$ cat config.mk
export PLATFORM = sky130hd
export DESIGN_NAME = sysctrl_irq_enable_mask
export DESIGN_NICKNAME = d
export VERILOG_FILES = /design/src/hw/sysctrl_irq_pkg.sv /design/src/hw/sysctrl_irq_enable_mask.sv
export SDC_FILE = /design/constraint.sdc
export NUM_CORES = 1
export LEC_CHECK = 0
export BUFFER_PORTS_ARGS = -buffer_cell sky130_fd_sc_hd__buf_4
export CAP_MARGIN = 20
export CELL_PAD_IN_SITES_DETAIL_PLACEMENT = 1
export CELL_PAD_IN_SITES_GLOBAL_PLACEMENT = 2
export CORE_ASPECT_RATIO = 1.1
export CORE_MARGIN = 10
export CORE_UTILIZATION = 30
export DETAILED_ROUTE_END_ITERATION = 7
export GPL_TIMING_DRIVEN = 1
export HOLD_SLACK_MARGIN = 0.03
export PLACE_DENSITY = 0.86
export SLEW_MARGIN = 10
export SYNTH_ARGS = -nofsm -noshare
export SYNTH_HDL_FRONTEND = slang
export SYNTH_SLANG_ARGS = --single-unit
export TNS_END_PERCENT = 1
$ cat constraint.sdc
create_clock -name pclk -period 6.3 [get_ports pclk]
set_clock_uncertainty 0.15 [all_clocks]
set_input_delay 0.315 -clock pclk [delete_from_list [all_inputs] [get_ports pclk]]
set_output_delay 0.315 -clock pclk [all_outputs]
set_load 0.03 [all_outputs]
$ cat src/hw/sysctrl_irq_pkg.sv
// Purpose: shared constants and types of the interrupt-enable mask block
// Assumes: 32-bit APB, one aligned word per register
// Notes:   enable layout is common to the set and clear views
`default_nettype none
package sysctrl_irq_pkg;

	// ----------------------------------------
	// register map (byte addresses)
	// ----------------------------------------
	localparam logic [11:0] OFF_EN_CLEAR = 12'h000;
	localparam logic [11:0] OFF_EN_SET   = 12'h004;
	localparam logic [11:0] OFF_STATUS   = 12'h008;

	localparam int          EN_W         = 18;
	localparam logic [31:0] EN_RESET     = 32'h0000_0000;
	localparam logic [31:0] ST_RESET     = 32'h0000_0000;
	// implemented bits: 17..15 and 11..0
	localparam logic [31:0] EN_IMPL      = 32'h0003_8fff;

	// ----------------------------------------
	// bit positions of the enable layout
	// ----------------------------------------
	localparam int B_CRYSTAL_OSC_RDY  = 0;
	localparam int B_CRYSTAL_32K_RDY  = 1;
	localparam int B_RC_32K_RDY       = 2;
	localparam int B_RC_8M_RDY        = 3;
	localparam int B_FLL_RDY          = 4;
	localparam int B_FLL_OOB          = 5;
	localparam int B_FLL_FINE         = 6;
	localparam int B_FLL_COARSE       = 7;
	localparam int B_FLL_REF_STOP     = 8;
	localparam int B_BOD_RDY          = 9;
	localparam int B_BOD_DET          = 10;
	localparam int B_BOD_SYNC_RDY     = 11;
	localparam int B_PLL_LOCK_RISE    = 15;
	localparam int B_PLL_LOCK_FALL    = 16;
	localparam int B_PLL_LOCK_TIMEOUT = 17;

	// ----------------------------------------
	// apb request bundle
	// ----------------------------------------
	typedef struct packed {
		logic        sel;
		logic        enable;
		logic        write;
		logic [11:0] addr;
		logic [31:0] wdata;
	} apb_req_t;

endpackage
`default_nettype wire

$ cat src/hw/sysctrl_irq_enable_mask.sv
// Purpose: interrupt-enable mask of the system controller, set/clear views
// Assumes: source flags come from logic on pclk; standard APB master
// Notes:   pready rises in the access phase; zero wait states
//
// The APB register port was left to the implementer.
`timescale 1ns/10ps
`default_nettype none
module sysctrl_irq_enable_mask
	import sysctrl_irq_pkg::*;
(
	// clock and reset
	input  wire logic            pclk,
	input  wire logic            presetn,
	// apb slave
	input  wire logic            psel,
	input  wire logic            penable,
	input  wire logic            pwrite,
	input  wire logic [11:0]     paddr,
	input  wire logic [31:0]     pwdata,
	output var  logic [31:0]     prdata,
	output var  logic            pready,
	output var  logic            pslverr,
	// interrupt sources and request
	input  wire logic [EN_W-1:0] src_flags,
	output var  logic            irq
);

	// ----------------------------------------
	// state
	// ----------------------------------------
	apb_req_t    req;
	logic [31:0] en_r;
	logic [31:0] en_nxt;
	logic [31:0] st_r;
	logic [31:0] st_nxt;
	logic [31:0] prdata_r;
	logic        pready_r;
	logic        pslverr_r;
	logic        irq_r;
	logic        acc;
	logic        setup;
	logic        wr_clr;
	logic        wr_set;
	logic        wr_st;
	logic [31:0] wmask;
	logic [31:0] flags32;

	function automatic logic mapped(input logic [11:0] a);
		return (a == OFF_EN_CLEAR) || (a == OFF_EN_SET) || (a == OFF_STATUS);
	endfunction

	assign req.sel    = psel;
	assign req.enable = penable;
	assign req.write  = pwrite;
	assign req.addr   = paddr;
	assign req.wdata  = pwdata;

	// ----------------------------------------
	// bus decode
	// ----------------------------------------
	assign setup   = req.sel && !req.enable;
	assign acc     = req.sel && req.enable && pready_r && !pslverr_r;
	assign wmask   = req.wdata & EN_IMPL;
	assign wr_clr  = acc && req.write && (req.addr == OFF_EN_CLEAR);
	assign wr_set  = acc && req.write && (req.addr == OFF_EN_SET);
	assign wr_st   = acc && req.write && (req.addr == OFF_STATUS);
	assign flags32 = {{(32-EN_W){1'b0}}, src_flags} & EN_IMPL;

	// ----------------------------------------
	// enable mask
	// ----------------------------------------
	always_comb begin
		en_nxt = en_r;
		if (wr_clr) begin
			en_nxt = en_r & ~wmask;
		end
		if (wr_set) begin
			en_nxt = en_r | wmask;
		end
	end

	always_ff @(posedge pclk or negedge presetn) begin
		if (!presetn) begin
			en_r <= EN_RESET;
		end else begin
			en_r <= en_nxt;
		end
	end

	// ----------------------------------------
	// sticky status, write one to clear
	// ----------------------------------------
	always_comb begin
		st_nxt = st_r;
		if (wr_st) begin
			st_nxt = st_nxt & ~wmask;
		end
		// set wins over a clear in the same cycle
		st_nxt = st_nxt | flags32;
	end

	always_ff @(posedge pclk or negedge presetn) begin
		if (!presetn) begin
			st_r <= ST_RESET;
		end else begin
			st_r <= st_nxt;
		end
	end

	// ----------------------------------------
	// interrupt request
	// ----------------------------------------
	// gate flags by enables
	always_ff @(posedge pclk or negedge presetn) begin
		if (!presetn) begin
			irq_r <= 1'b0;
		end else begin
			irq_r <= |(st_nxt & en_nxt);
		end
	end

	// ----------------------------------------
	// apb answer
	// ----------------------------------------
	always_ff @(posedge pclk or negedge presetn) begin
		if (!presetn) begin
			pready_r  <= 1'b0;
			pslverr_r <= 1'b0;
		end else begin
			pready_r  <= setup;
			pslverr_r <= setup && !mapped(req.addr);
		end
	end

	always_ff @(posedge pclk or negedge presetn) begin
		if (!presetn) begin
			prdata_r <= 32'h0000_0000;
		end else if (setup && !req.write) begin
			unique case (req.addr)
				OFF_EN_CLEAR, OFF_EN_SET: begin
					prdata_r <= en_r & EN_IMPL;
				end
				OFF_STATUS: begin
					prdata_r <= st_r & EN_IMPL;
				end
				default: begin
					prdata_r <= 32'h0000_0000;
				end
			endcase
		end
	end

	assign prdata  = prdata_r;
	assign pready  = pready_r;
	assign pslverr = pslverr_r;
	assign irq     = irq_r;

	// ----------------------------------------
	// checks
	// ----------------------------------------
	// ref stop clear
	ref_stop_clr_a: assert property (@(posedge pclk) disable iff (!presetn)
		wr_clr && pwdata[B_FLL_REF_STOP] |=> !en_r[B_FLL_REF_STOP])
		else $error("ref stop enable not cleared");

	coarse_clr_a: assert property (@(posedge pclk) disable iff (!presetn)
		wr_clr && pwdata[B_FLL_COARSE] |=> !en_r[B_FLL_COARSE])
		else $error("coarse lock enable not cleared");

	fine_clr_a: assert property (@(posedge pclk) disable iff (!presetn)
		wr_clr && pwdata[B_FLL_FINE] |=> !en_r[B_FLL_FINE])
		else $error("fine lock enable not cleared");

	oob_clr_a: assert property (@(posedge pclk) disable iff (!presetn)
		wr_clr && pwdata[B_FLL_OOB] |=> !en_r[B_FLL_OOB])
		else $error("out of bounds enable not cleared");

	fll_rdy_clr_a: assert property (@(posedge pclk) disable iff (!presetn)
		wr_clr && pwdata[B_FLL_RDY] |=> !en_r[B_FLL_RDY])
		else $error("loop ready enable not cleared");

	rc8_clr_a: assert property (@(posedge pclk) disable iff (!presetn)
		wr_clr && pwdata[B_RC_8M_RDY] |=> !en_r[B_RC_8M_RDY])
		else $error("rc 8 MHz enable not cleared");

	rc32_clr_a: assert property (@(posedge pclk) disable iff (!presetn)
		wr_clr && pwdata[B_RC_32K_RDY] |=> !en_r[B_RC_32K_RDY])
		else $error("rc 32 kHz enable not cleared");

	xtal32_clr_a: assert property (@(posedge pclk) disable iff (!presetn)
		wr_clr && pwdata[B_CRYSTAL_32K_RDY] |=> !en_r[B_CRYSTAL_32K_RDY])
		else $error("crystal 32 kHz enable not cleared");

	xtal_clr_a: assert property (@(posedge pclk) disable iff (!presetn)
		wr_clr && pwdata[B_CRYSTAL_OSC_RDY] |=> !en_r[B_CRYSTAL_OSC_RDY])
		else $error("crystal enable not cleared");

	zero_keeps_a: assert property (@(posedge pclk) disable iff (!presetn)
		(wr_clr || wr_set) |=> ((en_r ^ $past(en_r)) & ~$past(pwdata)) == 32'h0000_0000)
		else $error("zero write changed an enable");

	irq_gate_a: assert property (@(posedge pclk) disable iff (!presetn)
		irq == |(st_r & en_r & EN_IMPL))
		else $error("request does not match enabled flags");

	no_irq_a: assert property (@(posedge pclk) disable iff (!presetn)
		(en_r == 32'h0000_0000) && !wr_set |=> !irq)
		else $error("request with all sources disabled");

	reset_zero_a: assert property (@(posedge pclk)
		!presetn |=> (en_r == EN_RESET) || !presetn)
		else $error("enables not zero after reset");

	lto_set_a: assert property (@(posedge pclk) disable iff (!presetn)
		wr_set && pwdata[B_PLL_LOCK_TIMEOUT] |=> en_r[B_PLL_LOCK_TIMEOUT])
		else $error("lock time-out enable not set");

	pll_bod_clr_a: assert property (@(posedge pclk) disable iff (!presetn)
		wr_clr |=> (en_r & $past(pwdata) & 32'h0003_8e00) == 32'h0000_0000)
		else $error("pll or brown-out enable not cleared");

	others_set_a: assert property (@(posedge pclk) disable iff (!presetn)
		wr_set |=> (~en_r & $past(pwdata) & EN_IMPL) == 32'h0000_0000)
		else $error("set write missed an enable");

	read_view_a: assert property (@(posedge pclk) disable iff (!presetn)
		setup && !pwrite && (paddr == OFF_EN_CLEAR || paddr == OFF_EN_SET)
		|=> prdata == $past(en_r))
		else $error("enable view read mismatch");

	reserved_zero_a: assert property (@(posedge pclk) disable iff (!presetn)
		((en_r | prdata) & ~EN_IMPL) == 32'h0000_0000)
		else $error("reserved bit nonzero");

	ready_timing_a: assert property (@(posedge pclk) disable iff (!presetn)
		setup |=> pready ##1 !pready)
		else $error("pready not one cycle after setup");

	clr_no_set_a: assert property (@(posedge pclk) disable iff (!presetn)
		wr_clr |=> (en_r & ~$past(en_r)) == 32'h0000_0000)
		else $error("clear write set an enable");

	set_no_clr_a: assert property (@(posedge pclk) disable iff (!presetn)
		wr_set |=> (~en_r & $past(en_r)) == 32'h0000_0000)
		else $error("set write cleared an enable");

	en_hold_a: assert property (@(posedge pclk) disable iff (!presetn)
		!(wr_clr || wr_set) |=> en_r == $past(en_r))
		else $error("enable changed without a write");

	status_sticky_a: assert property (@(posedge pclk) disable iff (!presetn)
		!wr_st |=> ($past(st_r) & ~st_r) == 32'h0000_0000)
		else $error("status bit dropped without a clear");

	flag_sets_a: assert property (@(posedge pclk) disable iff (!presetn)
		presetn && (flags32 != 32'h0000_0000) |=> (st_r & $past(flags32)) == $past(flags32))
		else $error("source flag did not set status");

	reset_quiet_a: assert property (@(posedge pclk)
		!presetn |=> (!irq && !pready && !pslverr && prdata == 32'h0000_0000) || !presetn)
		else $error("outputs active after reset");

	lock_rise_set_a: assert property (@(posedge pclk) disable iff (!presetn)
		wr_set && pwdata[B_PLL_LOCK_RISE] |=> en_r[B_PLL_LOCK_RISE])
		else $error("lock rise enable not set");

	lock_fall_set_a: assert property (@(posedge pclk) disable iff (!presetn)
		wr_set && pwdata[B_PLL_LOCK_FALL] |=> en_r[B_PLL_LOCK_FALL])
		else $error("lock fall enable not set");

	brownout_det_set_a: assert property (@(posedge pclk) disable iff (!presetn)
		wr_set && pwdata[B_BOD_DET] |=> en_r[B_BOD_DET])
		else $error("brown-out detect enable not set");

	brownout_rdy_set_a: assert property (@(posedge pclk) disable iff (!presetn)
		wr_set && pwdata[B_BOD_RDY] |=> en_r[B_BOD_RDY])
		else $error("brown-out ready enable not set");

	sync_rdy_set_a: assert property (@(posedge pclk) disable iff (!presetn)
		wr_set && pwdata[B_BOD_SYNC_RDY] |=> en_r[B_BOD_SYNC_RDY])
		else $error("sync ready enable not set");

	rc8_set_a: assert property (@(posedge pclk) disable iff (!presetn)
		wr_set && pwdata[B_RC_8M_RDY] |=> en_r[B_RC_8M_RDY])
		else $error("rc 8 MHz enable not set");

endmodule // sysctrl_irq_enable_mask
`default_nettype wire

* Word level (Yosys, flattened, before mapping)
Index checks and enable logic that the tools add are counted.
** Cells by class
- Mux-type cells :: 4
- Reductions and logical operators :: 19
- Bitwise logic cells :: 6
- Equality and inequality tests :: 2
** Operators with widths (count)
- 32-bit AND :: 3
- 32-bit two-way mux :: 3
- 32-bit by 18-bit bitwise OR with 32-bit output :: 2
- 18-bit case mux with 2 select lines :: 1
- 18-bit NOT with 32-bit output :: 1
- 32-bit OR reduction :: 1
- 12-bit by 3-bit equality test with 1-bit output (second input constant) :: 1
- 12-bit by 4-bit equality test with 1-bit output (second input constant) :: 1
- 12-bit logical NOT :: 1
- 1-bit logical AND :: 10
- 1-bit logical NOT :: 4
- 1-bit logical OR :: 2
- 2-bit OR reduction :: 1
** Storage, ports and cells
- Word-level logic and storage cells :: 37
- Register bits :: 99

* Logic depth before layout (Yosys ltp)
Gate-level depths: netlist (run 1).
- Depth after elaboration :: 9
- Gate-level depth with buffers :: 8
- Gate-level depth less buffers :: 7

* Worst setup path before layout (run 1)
No wires, ideal clock.
- Path type :: input -> register
- Start :: in paddr[9]
- End :: reg irq_r, in the netlist irq
- Data arrival time :: 2.173 ns
- Buffers on the path :: 1
- Slack :: 3.836 ns
- Stages on the path :: 8
- Setup time :: 0.141 ns
- Data required time :: 6.009 ns
- Cells stage by stage :: or4_4 > nor4_4 > buf_6 > nand3_1 > mux2_1 > a22oi_1 > nand4_1 > nand4b_1
** On the way
- Longest elaborated chain between the ends :: 6
- Elaborated cells between the ends (all ways) :: 12
- Those cells by class :: eq/ne: 2; mux: 3; bitwise: 2; reduce/logical: 5
** Ends and longest elaborated chain
- start: declaration :: line sysctrl_irq_enable_mask.sv:18 : input wire logic [11:0] paddr,
- 12-bit logical NOT :: line sysctrl_irq_enable_mask.sv:64 : assign wr_clr = acc && req.write && (req.addr == OFF_EN_CLEAR);
- 1-bit logical AND :: line sysctrl_irq_enable_mask.sv:64
- 32-bit two-way mux :: line sysctrl_irq_enable_mask.sv:74 : if (wr_clr) begin
- 32-bit two-way mux * :: line sysctrl_irq_enable_mask.sv:77 : if (wr_set) begin
- net en_nxt[4] :: line sysctrl_irq_enable_mask.sv:33 : logic [31:0] en_nxt;
- 32-bit AND * :: line sysctrl_irq_enable_mask.sv:118 : irq_r <= |(st_nxt & en_nxt);
- 32-bit OR reduction * :: line sysctrl_irq_enable_mask.sv:118
- end signal: assignment :: line sysctrl_irq_enable_mask.sv:118
- end: declaration :: line sysctrl_irq_enable_mask.sv:39 : logic irq_r;
The timed path passes the listed nets; every way through them passes the cells marked *.
A chain may end at the register's enable or synchronous reset.

* Worst setup path after layout (run 1)
Same ends and word-level chain as after synthesis.

==> results.py, run 1 <==
metrics = {
    "status": {
        "status": "finished, final reports clean",
    },
    "floorplanning": {
        "die-area_mm2": 0.0114,
        "ios": 102,
        "chipWidth_um": 103,
        "design.core.area_mm2": 0.00739,
        "start_util_pct": 30.5,
        "rows": 33,
        "die_h_um": 111,
    },
    "cells_and_area": {
        "drive_above_1_share_pct": 34.5,
        "final_common_cell": "buf_4",
        "layout.nets": 334,
        "final_cell_mix": "67 x buf_4, 48 x dfrtp_1, 31 x nand3_1",
        "diodes": 0,
        "fin_area_mm2": 0.00285,
        "final_cells": 354,
        "fin_util_pct": 38.5,
        "syn2layout_area_growth_pct": 26.4,
        "final.fill_count": 836,
    },
    "timing": {
        "fin_crit_sh_pct": 42.1,
        "rsz0062_at_grt": "false",
        "tightest_slew_ps": 637,
        "fin_crit_ps": 2650,
        "relSlewSlack_pct": 57.5,
        "hold_viol": 0,
        "clock.fmax_mhz": 377,
        "holdWs_ps": 70.8,
        "tns_ps": 0,
        "setup-violations-final": 0,
        "drv_slew": 0,
        "worst_slack_ps": 3650,
    },
    "place": {
        "gp_congestion": 0.717,
        "dpl_cell_area_mm2": 0.00276,
        "io_buffer_count": 64,
        "dp_cells": 346,
        "dpl_worst_slack_ps": 3310,
        "hpwlAfterDp_mm": 4.42,
    },
    "worst_setup_path": {
        "crit_path_max_fanout": 31,
        "crit_required_ps": 6310,
        "critPathLaunchType": "primary input",
        "end_kind": "register",
        "worstPathArrival_ps": 2660,
        "crit_type": "in2reg",
    },
    "power_and_ir_drop": {
        "pwr_density_cell_mw_per_mm2": 223,
        "p_leak_nw": 1.24,
        "report.power.total_uw": 634,
        "peakVddDrop_v": 0.0000910,
    },
    "grt": {
        "grt_first_pass_wirelength_mm": 9.83,
        "grt_usage_pct": 10.7,
        "antenna_found_initial": 0,
        "grt_max_degree": 49,
        "overflow": 0,
        "grt_pass1_vias": 1938,
    },
    "clock_network": {
        "clk_pin_slew_worst_paths_ps": 80,
        "cts_root_buf": "clkbuf_8",
        "cts_htree_levels": 2,
        "cts.repair.resized": 0,
        "tritoncts": "done",
        "clockBufferDepth": 2,
        "clk_latency_ps": 290,
        "cts.sink_count": 48,
        "numCtsBuffers": 5,
    },
    "route": {
        "met1_length_mm": 2.59,
        "drt_wl_total_mm": 5.98,
        "drcViolationCount": 0,
        "routedWlPerCell_um": 16.9,
        "met3WireLength_um": 457,
        "dr.max_layer_used": "met4",
        "drtIter0Drc": 56,
        "vias_per_cell": 4.97,
        "dr_wl_met2_mm": 2.84,
        "first_pass_iters": 4,
        "drt.antenna.violating_nets": 0,
        "vias": 1759,
    },
    "synth": {
        "yosysWarnings": 0,
        "syn_inst": 205,
        "mappedNetlistArea_mm2": 0.00225,
        "syn_area_per_cell_um2": 11.0,
        "ys_seq_elements": 48,
        "synth_sequential_area_ratio_pct": 53.4,
        "yosysUniqueCellTypes": 25,
    },
    "worst_hold_path": {
        "worstHoldPathType": "in2reg",
    },
    "run": {
        "maxCapViolations": 0,
    },
}
## worst paths after layout
| path | slack, ps | depth (start not counted) | startpoint | endpoint |
|---|---|---|---|---|
| hold / removal | 70 | 2 | src_flags[9] | st_r[9] |
| setup / recovery | 3650 | 9 | paddr[9] | irq |
| max in group asynchronous | 5140 | 2 | presetn | prdata[11] |
| min in group asynchronous | 420 | 2 | presetn | prdata[6] |
| setup reg to reg | 3990 | 8 | pready | irq |
| hold reg to reg | 360 | 1 | st_r[9] | st_r[9] |
## area by class of cell
cell class / count / area [um2] / share of cell area, %
multi-input cells: 142 / 926 / 32.5
well taps: 87 / 109 / 3.83
clock inverters: 1 / 5.00 / 0.176
repair buffers: 69 / 528 / 18.6
inverters: 1 / 3.75 / 0.132
flip-flops and latches: 48 / 1200 / 42.2
clock buffers: 6 / 72.6 / 2.55
## cells by family (layout without fill, tap and decap cells)
family / after synthesis / in the layout / synth area share (%)
mux: 15 / 15 / 7.67
compound gates: 52 / 52 / 15.8
flops: 48 / 48 / 53.4
simple gates: 58 / 58 / 14.5
buf+inv: 31 / 77 / 8.50
other cells: 1 / 17 / 0.167
## cells in the mapped netlist
cell type / instances / area (um2)
mux2_4: 1 / 15.0
a21oi_1: 15 / 75.1
nand4_1: 1 / 6.26
nand3_1: 31 / 155
dfrtp_1: 48 / 1200
or2_2: 1 / 6.26
a222oi_1: 1 / 10.0
inv_1: 1 / 3.75
a22oi_1: 21 / 158
buf_6: 1 / 11.3
nand2b_1: 2 / 12.5
nor3b_1: 1 / 7.51
buf_1: 1 / 3.75
nor3_1: 1 / 5.00
clkbuf_1: 8 / 30.0
nor2_1: 16 / 60.1
nor4_4: 2 / 42.5
mux2_1: 4 / 45.0
mux2_2: 10 / 113
buf_2: 3 / 15.0
conb_1: 1 / 3.75
nand4b_1: 1 / 8.76
a21o_1: 15 / 113
or4_4: 2 / 22.5
buf_4: 17 / 128
## state kept, by name, indices dropped and copies added, names as in the netlist
register and flops:
prdata 15, irq 1, pslverr 1, st_r 15
en_r 15, pready 1
## report_power, final
part	switching [mW]	internal, mW	leakage [nW]
logic	0.0790	0.0482	0.635
clock network	0.0987	0.0757	0.0410
registers	0.00863	0.324	0.559
## what timing repair did
| item | in CTS | in global routing |
|---|---|---|
| hold endpoints to repair | 48 | 0 |
| buffers inserted | 0 | 0 |
| hold buffers | 1 | 0 |
## per-layer routing
metal	GRT usage, %	up-vias
li1	-	834
met1	13.1	857
met2	17.2	62
met3	3.37	6
met4	3.95	0
met5	0	-
## critical path, cell delays in order
cell	delay, ps
buf_4	110
or4_4	560
nor4_4	250
buf_4	370
nand3_1	140
mux2_1	340
a22oi_1	210
nand4_1	150
nand4b_1	200
Power figures use the tool's default switching activity.
==> inputs of run 2 (changes only) <==
- CORE_UTILIZATION: 30 -> 28
- PLACE_DENSITY: 0.86 -> 0.81
- clock period: 6.3 -> 2.7 ns (I/O delays scaled with it)
==> run 2 against run 1 <==
  * Sequential power grew 130%
  * Critical path depth is 1 lower
  * Sequential cell count is the same
  * Register-to-register slack worse by 3500 ps
  * Clock-buffer cell count up 1
  * First-iteration DRC count down 20%
  * Die area up 5.8%
  * Highest routed layer unchanged
  * Largest cell class unchanged
  * Total power rose to 2.6 times the previous value
  * Non-clock buffer count rose by 30
==> results.py, run 2 (synthesized netlist as in run 1, its figures left out) <==
metrics = {
    "route": {
        "drtIter0Drc": 45,
        "routedWlPerCell_um": 15.9,
        "vias_per_cell": 4.65,
        "met3WireLength_um": 317,
        "drcViolationCount": 0,
        "drt_wl_total_mm": 6.47,
        "first_pass_iters": 4,
        "dr.max_layer_used": "met4",
        "vias": 1888,
        "drt.antenna.violating_nets": 0,
        "met1_length_mm": 2.74,
        "dr_wl_met2_mm": 3.32,
    },
    "grt": {
        "grt_max_degree": 49,
        "grt_pass1_vias": 2168,
        "overflow": 0,
        "antenna_found_initial": 0,
        "grt_usage_pct": 10.9,
        "grt_first_pass_wirelength_mm": 10.8,
    },
    "clock_network": {
        "cts_root_buf": "clkbuf_8",
        "cts_htree_levels": 2,
        "cts.repair.resized": 0,
        "tritoncts": "done",
        "numCtsBuffers": 5,
        "cts.sink_count": 48,
        "clk_latency_ps": 290,
        "hold_buffers": 29,
        "cts_setup_buffers": 0,
        "clockBufferDepth": 2,
        "clk_pin_slew_worst_paths_ps": 90,
    },
    "worst_setup_path": {
        "critPathMaxStageDelay_ps": 560,
        "worstPathArrival_ps": 2380,
        "slowest_stage": "or4_4",
        "critPathLaunchType": "primary input",
        "cp_cell_sequence": "buf_4 > or4_4 > nor4_4 > buf_12 > buf_4 > nand3_1 > a21o_1 > dlygate4sd3_1",
        "crit_required_ps": 2730,
        "crit_path_max_fanout": 25,
        "crit_top_cell": "buf_4",
        "crit_type": "in2reg",
        "end_kind": "register",
    },
    "timing": {
        "relSlewSlack_pct": 58.9,
        "tns_ps": 0,
        "fin_crit_sh_pct": 87.0,
        "clock.fmax_mhz": 426,
        "fin_crit_ps": 2350,
        "rsz0062_at_grt": "false",
        "setup-violations-final": 0,
        "tightest_slew_ps": 617,
        "drv_slew": 0,
        "hold_viol": 0,
    },
    "cells_and_area": {
        "regArea_mm2": 0.00120,
        "multi_input_area_um2": 926,
        "final_cell_mix": "67 x buf_4, 48 x dfrtp_1, 31 x nand3_1",
        "final_common_cell": "buf_4",
        "syn2layout_area_growth_pct": 44.2,
        "layout.nets": 364,
        "final.fill_count": 876,
        "diodes": 0,
        "drive_above_1_share_pct": 32.2,
    },
    "place": {
        "io_buffer_count": 64,
        "gp_congestion": 0.736,
        "hpwlAfterDp_mm": 4.69,
    },
    "power_and_ir_drop": {
        "p_leak_nw": 1.36,
        "report.power.total_mw": 1.65,
        "peakVddDrop_v": 0.000232,
        "pwr_density_cell_mw_per_mm2": 509,
    },
    "floorplanning": {
        "ios": 102,
        "rows": 34,
        "die_h_um": 114,
        "die-area_mm2": 0.0120,
        "design.core.area_mm2": 0.00787,
        "chipWidth_um": 105,
        "start_util_pct": 28.6,
    },
    "worst_hold_path": {
        "worstHoldPathType": "in2reg",
    },
    "status": {
        "status": "finished, final reports clean",
    },
    "run": {
        "maxCapViolations": 0,
    },
}
-- run 2: changes by cell type in the layout (fill, tap and decap cells not counted) --
cell | previous run | this run
buf_12 | 0 | 3
buf_8 | 1 | 0
bufinv_16 | 0 | 1
clkbuf_1 | 1 | 0
clkbuf_8 | 5 | 7
clkinv_2 | 1 | 0
dlygate4sd3_1 | 1 | 29
-- run 2: power by group --
part	internal [mW]	switching (mW)	leakage, nW
registers	0.755	0.0198	0.559
clock network	0.327	0.233	0.0645
logic	0.128	0.190	0.737
-- run 2: final timing paths --
kind,start,endpoint,slack (ps),cells after the start
min reg2reg,st_r[3],st_r[3],380,1
max in group asynchronous,presetn,prdata[4],1740,2
max reg2reg,pready,irq,500,8
min,pwdata[3],st_r[3],40,3
max,paddr[9],st_r[7],350,8
min in group asynchronous,presetn,st_r[15],250,2
-- run 2: metal layers --
metal,vias up,GRT usage [%]
met2,55,19.2
li1,897,-
met4,0,3.85
met1,927,12.5
met3,9,2.99
met5,-,0
-- run 2: cell type report --
type	instances	area share (%)
Inverter	1	0.116
Clock buffer	7	2.97
Sequential cell	48	37.0
Timing Repair Buffer	99	26.3
Tap cell	108	4.16
Multi-Input combinational cell	142	28.5
Clock inverter	1	0.925
-- run 2: metrics by stage --
step,worst slack (ps),util (%),hold slack [ps],area [um2],std cells
after CTS,352,41.2,32.9,3250,406
after detailed placement,30.0,35.9,48.7,2830,369
after global routing,201,41.2,45.5,3250,406
after global placement,93.3,35.9,45.1,2830,369
after floorplan,398,-,-311,2310,221
final,352,41.2,36.3,3250,406
-- run 2: critical path: cells and delay by family --
| kind | cells | cell delay (ps) |
|---|---|---|
| simple gates | 3 | 980 |
| compound gates | 1 | 200 |
| buf+inv | 4 | 1050 |
==> inputs of run 3 (changes only) <==
- PLACE_DENSITY: 0.81 -> not set
- PLACE_DENSITY_LB_ADDON: not set -> 0.08
==> run 3 against run 2 <==
  * Maximum frequency shrank 2.3%
  * Highest routed layer unchanged
  * First-iteration DRC count fell by 22%
  * Die area stayed put
  * Worst setup slack worse by 56 ps
  * Critical endpoint is now st_r[17]
  * Global-route usage is 0.12 points lower
  * Critical path type unchanged
  * Non-clock buffer count increased by 1
  * Largest power group unchanged
  * Largest cell class unchanged
==> results.py, run 3 (synthesized netlist as in run 1, its figures left out) <==
metrics = {
    "clock_network": {
        "clk_pin_slew_worst_paths_ps": 90,
        "numCtsBuffers": 5,
        "tritoncts": "done",
        "clk_latency_ps": 300,
        "clockBufferDepth": 2,
        "cts.repair.resized": 0,
        "cts.sink_count": 48,
        "cts_htree_levels": 2,
        "cts_root_buf": "clkbuf_8",
    },
    "cells_and_area": {
        "layout.nets": 365,
        "final_common_cell": "buf_4",
        "diodes": 0,
        "drive_above_1_share_pct": 32.6,
        "syn2layout_area_growth_pct": 44.5,
        "final_cell_mix": "69 x buf_4, 48 x dfrtp_1, 31 x nand3_1",
        "final_cells": 406,
    },
    "timing": {
        "hold_viol": 0,
        "fin_crit_ps": 2400,
        "drv_slew": 0,
        "relSlewSlack_pct": 57.3,
        "rsz0062_at_grt": "false",
        "tns_ps": 0,
        "setup-violations-final": 0,
        "tightest_slew_ps": 640,
        "fin_crit_sh_pct": 89.1,
        "clock.fmax_mhz": 416,
    },
    "grt": {
        "antenna_found_initial": 0,
        "grt_pass1_vias": 2113,
        "grt_max_degree": 49,
        "overflow": 0,
        "grt_first_pass_wirelength_mm": 10.6,
        "grt_usage_pct": 10.8,
    },
    "status": {
        "status": "finished, final reports clean",
    },
    "place": {
        "io_buffer_count": 64,
        "gp_congestion": 0.690,
        "hpwlAfterDp_mm": 4.75,
        "dp_cells": 371,
    },
    "route": {
        "drt_wl_total_mm": 6.59,
        "first_pass_iters": 5,
        "drt.antenna.violating_nets": 0,
        "vias_per_cell": 4.58,
        "vias": 1858,
        "drtIter0Drc": 35,
        "routedWlPerCell_um": 16.2,
        "drcViolationCount": 0,
    },
    "worst_setup_path": {
        "crit_buf_inv": 4,
        "crit_top_cell": "buf_4",
        "cpLargestDelayFamily": "buffers and inverters",
        "cp_cell_sequence": "buf_4 > or4_4 > nor4_4 > buf_4 > buf_4 > nand3_1 > a21o_1 > dlygate4sd3_1",
        "reg2reg_depth": 8,
        "critPathMaxStageDelay_ps": 570,
        "worstPathArrival_ps": 2440,
        "timing.rr.end": "irq",
        "slowest_stage": "or4_4",
        "critPathLaunchType": "primary input",
        "end_kind": "register",
        "rrSetupSlack_ps": 510,
        "crit_required_ps": 2730,
        "crit_path_max_fanout": 10,
        "worstReg2RegStart": "pready",
        "crit_type": "in2reg",
    },
    "floorplanning": {
        "chipWidth_um": 105,
        "design.core.area_mm2": 0.00787,
        "rows": 34,
        "start_util_pct": 28.6,
        "die_h_um": 114,
        "ios": 102,
        "die-area_mm2": 0.0120,
    },
    "worst_hold_path": {
        "hold_end": "st_r[8]",
        "worstHoldPathType": "in2reg",
        "hp-start": "pwdata[8]",
        "whs_path_depth": 3,
    },
    "power_and_ir_drop": {
        "peakVddDrop_v": 0.000219,
        "pwr_density_cell_mw_per_mm2": 522,
        "p_leak_nw": 1.37,
    },
    "run": {
        "maxCapViolations": 0,
    },
}
==> run 3: changes by cell type in the layout (fill, tap and decap cells not counted), sizes merged <==
cell,delta
buf,+2
dlygate4sd3,-1
clkbuf,-2
bufinv,+1
==> run 3: cell type report <==
| class | count | area, um2 |
|---|---|---|
| clock inverter | 2 | 60.1 |
| multi-input combinational | 142 | 926 |
| inverter | 1 | 3.75 |
| tap | 108 | 135 |
| sequential | 48 | 1200 |
| clock buffer | 5 | 68.8 |
| fill | 894 | 4620 |
| timing repair buffer | 100 | 858 |
==> run 3: worst reg2reg max path, stage by stage (launching register included) <==
cell,delay (ps)
dfrtp_1,370
nand3_1,100
nor3b_2,250
buf_12,220
nand3_1,100
mux2_2,290
a22oi_1,220
nand4_1,160
nand4b_1,190
==> run 3: stage by stage <==
stage	setup WS, ps	instance area [um2]	hold WS, ps	power, mW	util, %
4_1_cts	305	3250	32.0	1.72	41.3
6_report	295	3250	38.1	1.70	41.3
5_1_grt	243	3250	41.0	1.78	41.3
2_1_floorplan	398	2310	-311	0.958	-
3_3_place_gp	91.3	2840	64.5	1.09	36.1
3_5_place_dp	54.4	2840	59.4	1.09	36.1
==> run 3: power breakdown <==
part / total (mW) / switching, mW / internal, mW
clock network: 0.607 / 0.242 / 0.365
logic: 0.318 / 0.189 / 0.129
registers: 0.774 / 0.0195 / 0.755
total: 1.70 / 0.451 / 1.25
==> run 3: metal layers <==
metal	vias up	part of all wire [%]	global-route usage, %
li1	894	-	-
met1	917	41	11.6
met2	43	53	19.8
met3	4	5.3	3.67
met4	0	0.64	2.66
met5	-	0	0
==> run 3: worst max-delay path by stage <==
stage,startpoint,endpoint,slack [ps],depth (start not counted)
2_1_floorplan,pready,irq,400,7
3_3_place_gp,paddr[9],irq,90,9
3_5_place_dp,paddr[9],irq,50,9
4_1_cts,paddr[9],st_r[17],310,8
5_1_grt,paddr[9],st_r[17],240,8
6_report,paddr[9],st_r[17],300,8
==> run 3: what timing repair did <==
action / CTS / global route
hold buffers: 28 / 0
endpoints found under the hold margin: 65 / 0
buffers inserted: 0 / 0
